==> config.mk <==
export PLATFORM = sky130hd
export DESIGN_NAME = mcta_top
export DESIGN_NICKNAME = d
export VERILOG_FILES = /design/src/logic/mcta_pkg.sv /design/src/logic/mcta_edge_if.sv /design/src/logic/mcta_edge.sv /design/src/logic/mcta_top.sv
export VERILOG_INCLUDE_DIRS = /design/src /design/src/logic
export SDC_FILE = /design/constraint.sdc
export NUM_CORES = 1
export LEC_CHECK = 0
export ABC_AREA = 1
export ABC_CLOCK_PERIOD_IN_PS = 4200
export CAP_MARGIN = 30
export CORE_ASPECT_RATIO = 0.5
export CORE_MARGIN = 2
export CORE_UTILIZATION = 50
export CTS_CLUSTER_SIZE = 10
export DETAILED_ROUTE_END_ITERATION = 16
export DONT_BUFFER_PORTS = 1
export SLEW_MARGIN = 0
export SYNTH_ARGS = -nofsm -noshare
export SYNTH_HDL_FRONTEND = slang
export SYNTH_SLANG_ARGS = --single-unit
==> constraint.sdc <==
create_clock -name CLK_SYS -period 4.2 [get_ports CLK_SYS]
set_input_delay 0.21 -clock CLK_SYS [delete_from_list [all_inputs] [get_ports CLK_SYS]]
set_output_delay 0.21 -clock CLK_SYS [all_outputs]
set_load 0.01 [all_outputs]
==> src/logic/mcta_defines.svh <==
// Purpose: shared constants of the multi-channel timer array
// Assumes: one system clock, counting at the system clock rate except in event and divider modes
// Notes:   widths, channel numbers and count constants only
`ifndef MCTA_DEFINES_SVH
`define MCTA_DEFINES_SVH

`define MCTA_NUM_CH      8        // channels in the array
`define MCTA_CH_PER_UNIT 4        // channels per unit
`define MCTA_CNT_W       16       // channel counter width
`define MCTA_HALF_W      8        // width of one half in split mode
`define MCTA_MODE_W      3        // width of a channel mode code
`define MCTA_DIV_CH      0        // only channel with divider mode
`define MCTA_SPLIT_CH_A  1        // first channel that may split
`define MCTA_SPLIT_CH_B  3        // second channel that may split
`define MCTA_CNT_ZERO    16'h0000 // counter empty
`define MCTA_CNT_ONE     16'h0001 // last count before terminal event
`define MCTA_HALF_ZERO   8'h00    // half counter empty

`endif

==> src/logic/mcta_pkg.sv <==
// Purpose: types of the multi-channel timer array
// Assumes: mode codes follow declaration order, 0 upward
// Notes:   mode input bits are cast onto mcta_mode_t
`default_nettype none
package mcta_pkg;

  // channel operating modes, coded 0..7 in this order
  typedef enum logic [2:0] {
    MD_INTERVAL,   // periodic interrupt
    MD_SQUARE,     // toggled output, 50% duty
    MD_EVENT,      // count trigger edges
    MD_DIVIDER,    // channel 0 clock divider
    MD_PULSE_IVL,  // edge to edge capture
    MD_WIDTH,      // level width capture
    MD_DELAY,      // edge started delay
    MD_SLAVE       // pulse started by the master tick
  } mcta_mode_t;

  // channel run state
  typedef enum logic [1:0] {
    ST_STOP,       // disabled
    ST_WAIT,       // armed, waiting for a start event
    ST_RUN         // counting
  } mcta_state_t;

endpackage : mcta_pkg
`default_nettype wire

==> src/logic/mcta_edge_if.sv <==
// Purpose: carries synchronised edges of one timer input pin
// Assumes: both ends on the system clock
// Notes:   rise and fall are one-cycle pulses
`timescale 1ns/10ps
`default_nettype none
interface mcta_edge_if;
  logic rise;   // rising edge seen
  logic fall;   // falling edge seen
  modport src (output rise, output fall);
  modport snk (input rise, input fall);
endinterface : mcta_edge_if
`default_nettype wire

==> src/logic/mcta_edge.sv <==
// Purpose: synchroniser and edge detector for one timer input pin
// Assumes: pin is asynchronous to the system clock
// Notes:   edges appear two clocks after the pin changes
`timescale 1ns/10ps
`default_nettype none
module mcta_edge (
  input  wire logic clk,
  input  wire logic rst_n,
  input  wire logic pin,
  mcta_edge_if.src  edge_o
);

  logic meta_q;  // first stage, read only by the second
  logic sync_q;  // second stage
  logic prev_q;  // delayed copy for edge detection

  // two-stage synchroniser, then history
  always_ff @(posedge clk or negedge rst_n) begin
    if (!rst_n) begin
      meta_q <= 1'b0;
      sync_q <= 1'b0;
      prev_q <= 1'b0;
    end else begin
      meta_q <= pin;
      sync_q <= meta_q;
      prev_q <= sync_q;
    end
  end

  // edge pulses from the synchronised level
  assign edge_o.rise = sync_q & ~prev_q;
  assign edge_o.fall = ~sync_q & prev_q;

endmodule : mcta_edge
`default_nettype wire

==> src/logic/mcta_top.sv <==
// Purpose: eight 16-bit timer channels in two units of four
// Assumes: configuration inputs come from logic on CLK_SYS
// Notes:   counting runs at the CLK_SYS rate except in event and divider modes; no prescaler
`timescale 1ns/10ps
`default_nettype none
`include "mcta_defines.svh"

module mcta_top (
  input  wire logic        CLK_SYS,          // system clock, 100 MHz
  input  wire logic        RST_N,            // asynchronous reset
  input  wire logic [7:0]  CH_ENABLE,        // channel run enable
  input  wire logic [23:0] CH_MODE,          // 3 bits per channel
  input  wire logic [127:0] CH_COMPARE,      // 16 bits per channel
  input  wire logic [7:0]  CH_EDGE_FALL,     // valid edge is falling
  input  wire logic [7:0]  CH_MASTER,        // channel acts as master
  input  wire logic [7:0]  CH_SPLIT,         // 8-bit split, ch 1 and 3
  input  wire logic [7:0]  TRIGGER_PIN,      // count clock or trigger
  input  wire logic        CH0_CLOCK_IN,     // divider clock input
  output logic      [7:0]  CHAN_IRQ,         // interrupt pulses
  output logic      [7:0]  CHAN_IRQ_HI,      // upper half interrupts
  output logic      [7:0]  WAVE_OUT_PIN,     // timer outputs
  output logic             CH0_DIVIDED_OUT,  // divided clock
  output logic      [127:0] CH_CAPTURE       // captured counts
);

  logic [7:0] irq_w;    // per-channel registered interrupt
  logic [7:0] tick_w;   // master tick seen by each channel

  // divider input front end
  mcta_edge_if div_if ();
  mcta_edge u_div_edge (
    .clk    (CLK_SYS),
    .rst_n  (RST_N),
    .pin    (CH0_CLOCK_IN),
    .edge_o (div_if)
  );

  genvar gi;
  generate
    for (gi = 0; gi < `MCTA_NUM_CH; gi++) begin : g_ch
      mcta_edge_if trg_if ();
      mcta_pkg::mcta_mode_t  mode;     // decoded mode
      mcta_pkg::mcta_state_t state_q;  // run state
      logic [15:0] cmp;                // programmed compare
      logic [15:0] cnt_q;              // counter
      logic [15:0] cap_q;              // capture register
      logic        en_q;               // enable history
      logic        start;              // enable rising
      logic        valid_e;            // selected edge
      logic        other_e;            // opposite edge
      logic        tick;               // master tick
      logic        split;              // 8-bit halves active
      logic        irq_d;              // interrupt this cycle
      logic        irq_hi_d;           // upper half interrupt
      logic        irq_q;
      logic        irq_hi_q;
      logic        wave_q;             // output pin level
      localparam bit IS_DIV   = (gi == `MCTA_DIV_CH);
      localparam bit CAN_SPLT = (gi == `MCTA_SPLIT_CH_A) || (gi == `MCTA_SPLIT_CH_B);

      // trigger pin front end
      mcta_edge u_trg_edge (
        .clk    (CLK_SYS),
        .rst_n  (RST_N),
        .pin    (TRIGGER_PIN[gi]),
        .edge_o (trg_if)
      );

      // per-channel config slices; only the master tick comes from a lower channel
      assign mode    = mcta_pkg::mcta_mode_t'(CH_MODE[gi*`MCTA_MODE_W +: `MCTA_MODE_W]);
      assign cmp     = CH_COMPARE[gi*`MCTA_CNT_W +: `MCTA_CNT_W];
      assign start   = CH_ENABLE[gi] & ~en_q;
      assign valid_e = CH_EDGE_FALL[gi] ? trg_if.fall : trg_if.rise;
      assign other_e = CH_EDGE_FALL[gi] ? trg_if.rise : trg_if.fall;
      assign tick    = tick_w[gi];
      assign split   = CAN_SPLT & CH_SPLIT[gi] & (mode == mcta_pkg::MD_INTERVAL);

      // master tick: irq of nearest lower master in the same unit
      if ((gi % `MCTA_CH_PER_UNIT) == 0) begin : g_first
        assign tick_w[gi] = 1'b0;
      end else begin : g_rest
        assign tick_w[gi] = CH_MASTER[gi-1] ? irq_w[gi-1] : tick_w[gi-1];
      end

      // interrupt terms from the current count and input edges
      always_comb begin
        irq_d    = 1'b0;
        irq_hi_d = 1'b0;
        if (CH_ENABLE[gi] && !start) begin
          case (mode)
            mcta_pkg::MD_INTERVAL, mcta_pkg::MD_SQUARE: begin
              if (split) begin
                irq_d    = (cnt_q[7:0] == `MCTA_HALF_ZERO);
                irq_hi_d = (cnt_q[15:8] == `MCTA_HALF_ZERO);
              end else begin
                irq_d = (state_q == mcta_pkg::ST_RUN) && (cnt_q == `MCTA_CNT_ZERO);
              end
            end
            mcta_pkg::MD_EVENT: begin
              irq_d = valid_e && (cnt_q <= `MCTA_CNT_ONE);
            end
            mcta_pkg::MD_DIVIDER: begin
              irq_d = IS_DIV && (div_if.rise | div_if.fall)
                      && (cnt_q <= `MCTA_CNT_ONE);
            end
            mcta_pkg::MD_PULSE_IVL: begin
              irq_d = (state_q == mcta_pkg::ST_RUN) && valid_e;
            end
            mcta_pkg::MD_WIDTH: begin
              irq_d = (state_q == mcta_pkg::ST_RUN) && other_e;
            end
            mcta_pkg::MD_DELAY: begin
              irq_d = (state_q == mcta_pkg::ST_RUN) && (cnt_q == `MCTA_CNT_ZERO);
            end
            mcta_pkg::MD_SLAVE: begin
              irq_d = (state_q == mcta_pkg::ST_RUN) && !tick
                      && (cnt_q == `MCTA_CNT_ONE);
            end
            default: irq_d = 1'b0;
          endcase
        end
      end

      // run state
      always_ff @(posedge CLK_SYS or negedge RST_N) begin
        if (!RST_N) begin
          state_q <= mcta_pkg::ST_STOP;
        end else if (!CH_ENABLE[gi]) begin
          state_q <= mcta_pkg::ST_STOP;
        end else if (start) begin
          case (mode)
            mcta_pkg::MD_PULSE_IVL, mcta_pkg::MD_WIDTH,
            mcta_pkg::MD_DELAY, mcta_pkg::MD_SLAVE: state_q <= mcta_pkg::ST_WAIT;
            mcta_pkg::MD_DIVIDER: state_q <= IS_DIV ? mcta_pkg::ST_RUN : mcta_pkg::ST_STOP;
            default: state_q <= mcta_pkg::ST_RUN;
          endcase
        end else begin
          case (mode)
            mcta_pkg::MD_PULSE_IVL: begin
              if (state_q == mcta_pkg::ST_WAIT && valid_e) state_q <= mcta_pkg::ST_RUN;
            end
            mcta_pkg::MD_WIDTH: begin
              if (state_q == mcta_pkg::ST_WAIT && valid_e) begin
                state_q <= mcta_pkg::ST_RUN;
              end else if (state_q == mcta_pkg::ST_RUN && other_e) begin
                state_q <= mcta_pkg::ST_WAIT;
              end
            end
            mcta_pkg::MD_DELAY: begin
              if (state_q == mcta_pkg::ST_WAIT && valid_e) begin
                state_q <= mcta_pkg::ST_RUN;
              end else if (irq_d) begin
                state_q <= mcta_pkg::ST_WAIT;   // rearm for the next edge
              end
            end
            mcta_pkg::MD_SLAVE: begin
              if (tick && cmp != `MCTA_CNT_ZERO) begin
                state_q <= mcta_pkg::ST_RUN;    // master restarts the pulse
              end else if (irq_d) begin
                state_q <= mcta_pkg::ST_WAIT;
              end
            end
            default: state_q <= state_q;
          endcase
        end
      end

      // counter
      always_ff @(posedge CLK_SYS or negedge RST_N) begin
        if (!RST_N) begin
          cnt_q <= `MCTA_CNT_ZERO;
        end else if (!CH_ENABLE[gi] || start) begin
          cnt_q <= cmp;
        end else begin
          case (mode)
            mcta_pkg::MD_INTERVAL, mcta_pkg::MD_SQUARE: begin
              if (split) begin
                cnt_q[7:0]  <= irq_d ? cmp[7:0] : cnt_q[7:0] - 8'h01;
                cnt_q[15:8] <= irq_hi_d ? cmp[15:8] : cnt_q[15:8] - 8'h01;
              end else begin
                cnt_q <= irq_d ? cmp : cnt_q - `MCTA_CNT_ONE; // period cmp+1
              end
            end
            mcta_pkg::MD_EVENT: begin
              if (valid_e) cnt_q <= irq_d ? cmp : cnt_q - `MCTA_CNT_ONE;
            end
            mcta_pkg::MD_DIVIDER: begin
              if (div_if.rise | div_if.fall) cnt_q <= irq_d ? cmp : cnt_q - `MCTA_CNT_ONE;
            end
            mcta_pkg::MD_PULSE_IVL: begin
              if (valid_e) begin
                cnt_q <= `MCTA_CNT_ZERO;        // restart on each valid edge
              end else if (state_q == mcta_pkg::ST_RUN) begin
                cnt_q <= cnt_q + `MCTA_CNT_ONE;
              end
            end
            mcta_pkg::MD_WIDTH: begin
              if (state_q == mcta_pkg::ST_WAIT && valid_e) begin
                cnt_q <= `MCTA_CNT_ZERO;
              end else if (state_q == mcta_pkg::ST_RUN) begin
                cnt_q <= cnt_q + `MCTA_CNT_ONE;
              end
            end
            mcta_pkg::MD_DELAY: begin
              if (state_q == mcta_pkg::ST_WAIT && valid_e) begin
                cnt_q <= cmp;
              end else if (state_q == mcta_pkg::ST_RUN && !irq_d) begin
                cnt_q <= cnt_q - `MCTA_CNT_ONE;
              end
            end
            mcta_pkg::MD_SLAVE: begin
              if (tick) begin
                cnt_q <= cmp;                   // duty or pulse width
              end else if (state_q == mcta_pkg::ST_RUN) begin
                cnt_q <= cnt_q - `MCTA_CNT_ONE;
              end
            end
            default: cnt_q <= cnt_q;
          endcase
        end
      end

      // capture register for the measuring modes
      always_ff @(posedge CLK_SYS or negedge RST_N) begin
        if (!RST_N) begin
          cap_q <= `MCTA_CNT_ZERO;
        end else if (irq_d && (mode == mcta_pkg::MD_PULSE_IVL || mode == mcta_pkg::MD_WIDTH)) begin
          cap_q <= cnt_q;
        end
      end

      // output pin
      always_ff @(posedge CLK_SYS or negedge RST_N) begin
        if (!RST_N) begin
          wave_q <= 1'b0;
        end else if (!CH_ENABLE[gi]) begin
          wave_q <= 1'b0;
        end else if (mode == mcta_pkg::MD_SQUARE || mode == mcta_pkg::MD_DIVIDER) begin
          if (irq_d) wave_q <= ~wave_q;
        end else if (mode == mcta_pkg::MD_SLAVE) begin
          if (tick && cmp != `MCTA_CNT_ZERO) begin
            wave_q <= 1'b1;
          end else if (irq_d) begin
            wave_q <= 1'b0;
          end
        end else begin
          wave_q <= 1'b0;
        end
      end

      // enable history and interrupt pulses
      always_ff @(posedge CLK_SYS or negedge RST_N) begin
        if (!RST_N) begin
          en_q     <= 1'b0;
          irq_q    <= 1'b0;
          irq_hi_q <= 1'b0;
        end else begin
          en_q     <= CH_ENABLE[gi];
          irq_q    <= irq_d;
          irq_hi_q <= irq_hi_d;
        end
      end

      assign irq_w[gi]        = irq_q;
      assign CHAN_IRQ[gi]     = irq_q;
      assign CHAN_IRQ_HI[gi]  = irq_hi_q;
      assign WAVE_OUT_PIN[gi] = wave_q;
      assign CH_CAPTURE[gi*`MCTA_CNT_W +: `MCTA_CNT_W] = cap_q;
    end
  endgenerate

  // channel 0 output doubles as the divided clock
  assign CH0_DIVIDED_OUT = WAVE_OUT_PIN[`MCTA_DIV_CH];

endmodule : mcta_top
`default_nettype wire

==> impl_results.md <==
* Pins Over Slew Limit at 0
* Clk root buf: clkbuf_16
* Mux contribution to synthesized area at 0.135%
* Max incr delay on CP at 540 ps
* Setup crit start: g_ch[3].cnt_q[8]
* Worst reg-to-reg path cell count at 19
* Row count at 60
* Simple-Gate Fraction of Synth Area at 39.2%
* Max-slew headroom at 28.0%
* Post-synth EDFFs at 0
* Reg2Reg Setup Slack at 480 ps
* Setup TNS at 0 ps
* Post-synthesis adder-cell area fraction at 1.62%
* CTS Buf Count at 39
* Vias/cell at 5.66
* Cells after synthesis at 4462
* Design area at 30600 um^2
* Clk pin slew, worst setup/hold paths at 60 ps
* Sequential area share after synthesis at 29.3%
* Clock Skews at 23.8 ps
* Post-synth top area share at 29.3%
* Vias in the first global route at 27600
* Vias at 29800
* Critical path's slowest cell: dlygate4sd3_1
* Hold-fix buffers at CTS at 164
* WL per Instance at 18.1 um
* Synthesis-stage register bit count at 325
* Top cell by count, worst path: nand2_1
* Startpoint Class: flop
* Critical path data required time at 4690 ps
* Design Power at 0.00973 W
* Compound-Gate Fraction of Synth Area at 13.8%
* Latest clock arrival within the worst-skew pair at 570 ps
* Die area at 57500 um^2
* Pin count of the biggest net entering global routing at 326
* Post-synth top flop: dfrtp_1
* Leak at 15.1 nW
* Post-CTS Resized at 0
* RePlAce Congestion at 0.972
* Io pins at 348
* Worst path top cell family by delay: simple AND/OR/NAND/NOR gates
* Reg2reg start: g_ch[3].cnt_q[8]
* Grt total ovfl at 0
* Ys async rst share at 100%
* Post-CTS setup buffers at 0
* Core Box Area at 54300 um^2
* Violated checks: negative hold slack
* RSZ-0062 raised after global routing: no
* DRT iter0 DRCs at 2784
* Width of the die at 337 um
* Initial antenna violation count at 3
* Number of max-cap violations at 0
* GR Util All Layers at 32.3%
* Final critical-path share of the clock period at 88.5%
* Worst Setup Path Type: flop to flop
* Fin crit period at 3720 ps
* Area leader, netlist: dfrtp_1
* Most frequent cells after synthesis: nand2_1 (1404), inv_1 (494), nand3_1 (489)
* Worst min path class: input pin to async pin
* Peak Freq at 269 MHz
* DRC viols at 0
* Status: complete, but fails checks
* HPWL after DPL at 66200 um
* Area contributors post-synth: dfrtp_1 (29%), nand2_1 (19%), nand3_1 (8.8%)
* Largest family of logic cells by synthesized area: simple AND/OR/NAND/NOR gates
* Die H at 171 um
* Max Root-Sink Buffers at 3
* Slew @ Worst Pin at 1080 ps
* Layout cell share with drive strength beyond 1 at 4.21%
* Xor-xnor portion of the synthesized cell area at 5.02%
* Final hold slack at -648 ps
* Multi-input logic area at 16600 um^2
* Worst-path maximum fanout at 19
* Distinct cells, synth at 62
* Reg area at 8130 um^2
* CP endpoint kind: flop
* R2R Path End: g_ch[3].cnt_q[14]
* Htree depth at 2
* Placed Instance Area at 27800 um^2
* Worst VDD drop at 0.259 mV
* Mapped cell area at 27700 um^2
* Drt pass-1 iters at 8
* Setup-failing EPs final at 0
* CTS Sinks at 325
* Fill cell count at 5500
* Average cell area after synthesis at 6.21 um^2
* P&R area growth vs syn at 10.2%
* Global-route wire length before repair at 150000 um
* Synth Warn # at 0
* WP data arrival at 4200 ps
* Port Buffer Count at 0
* Worst Path Buf+Inv at 5
* Initial Util at 51.1%
* Cell Chain, Critical Path: inv_1 > ha_1 > nand2_1 > inv_1 > nand2_1 > nor2_2 > nand2_1 > nand2_1 > nor2_1 > nand2_2 > nand2_2 > buf_4 > nand2_1 > nand2_2 > nand3_1 > inv_1 > nand3_1 > nand3_1 > dlygate4sd3_1
* Final hold viol count at 325
* CTS tree: done
* PwrDens at 318 nW/um^2
* Final net count at 4736
* Final wirelength at 95100 um
* Most frequent cell after synthesis: nand2_1
* Number of routed nets with antenna violations at 0
routing by layer:
| layer | wire, um | vias up | global-route usage, % |
|---|---|---|---|
| met2 | 44100 | 1276 | 54.0 |
| met4 | 3110 | 0 | 11.2 |
| met1 | 40900 | 13800 | 43.0 |
| met3 | 7050 | 200 | 4.65 |
| met5 | 0 | - | 0 |
| li1 | - | 14500 | - |
cells by family after synthesis:
logic type,count (synthesis)
AOI/OAI and AO/OA,661
muxes,3
xor gates and xnor gates,159
DFF,325
buffers and inverters,717
adders and majority gates,36
other,1
and+or+nand+nor,2560
flip-flops by register name, summed over array words and instances, names as in the netlist, 2 cells and up:
name,flops
g_ch.irq_q,8
g_ch.cap_q,128
g_ch.state_q,16
g_ch.u_trg_edge.sync_q,8
g_ch.u_trg_edge.prev_q,8
g_ch.cnt_q,128
g_ch.wave_q,7
g_ch.u_trg_edge.meta_q,8
g_ch.irq_hi_q,2
g_ch.en_q,8
cell usage in the layout (no fill, tap or decap), types with 4 or more instances in the layout:
master / synthesis / layout
nor3_1: 72 / 72
nor2_2: 17 / 17
nor2_4: 9 / 9
clkinv_1: 7 / 7
nand2_2: 31 / 31
a211oi_1: 11 / 11
nand2_4: 6 / 6
nand3b_1: 15 / 15
nand3_1: 489 / 489
clkbuf_16: 0 / 39
xnor2_1: 10 / 9
nand4_1: 50 / 50
inv_2: 17 / 17
buf_4: 31 / 28
conb_1: 1 / 6
o21ai_1: 62 / 62
a21oi_1: 150 / 150
dfrtp_1: 325 / 325
or2_2: 13 / 13
o21ai_0: 256 / 256
nand2_1: 1404 / 1404
inv_1: 494 / 494
a21boi_0: 4 / 4
ha_1: 36 / 36
o2111ai_1: 6 / 6
dlygate4sd3_1: 0 / 164
a22oi_1: 26 / 26
nor2_1: 423 / 423
o22ai_1: 17 / 17
a31oi_1: 23 / 23
nor4_1: 19 / 19
xor2_1: 149 / 149
o211ai_1: 70 / 70
o221ai_1: 16 / 16
per-stage QoR:
step | setup WS [ps] | hold slack [ps] | utilization [%] | instances
after floorplan | 1910 | -85.6 | - | 4467
after global placement | 718 | -78.8 | 51.3 | 5042
after detailed placement | 629 | -78.0 | 51.3 | 5044
after CTS | 576 | -667 | 56.3 | 5255
after global routing | 195 | -665 | 56.3 | 5258
final | 484 | -648 | 56.3 | 5258
worst max path at each step:
stage / end / slack [ps] / cells after the start
after floorplan: g_ch[3].wave_q / 1910 / 13
after global placement: g_ch[2].cap_q[9] / 720 / 12
after global routing: g_ch[3].cnt_q[14] / 200 / 19
after detailed placement: g_ch[2].cap_q[6] / 630 / 12
after CTS: g_ch[3].cnt_q[14] / 580 / 19
final: g_ch[3].cnt_q[14] / 480 / 19
power by group:
part	internal, W	leakage, nW	switching (W)
clock network	0.00176	0.527	0.00138
logic	0.000889	10.4	0.00160
registers	0.00351	4.10	0.000584
total	0.00617	15.1	0.00356
cell type report:
| type | instances | share of cell area (%) |
|---|---|---|
| flip-flops and latches | 325 | 26.6 |
| diodes | 3 | 0.0246 |
| well taps | 744 | 3.05 |
| clock buffers | 44 | 3.35 |
| repair buffers | 194 | 6.13 |
| inverters | 520 | 6.40 |
| multi-input cells | 3425 | 54.3 |
| clock inverters | 3 | 0.143 |
No activity file was read; power rests on OpenSTA's default activity.
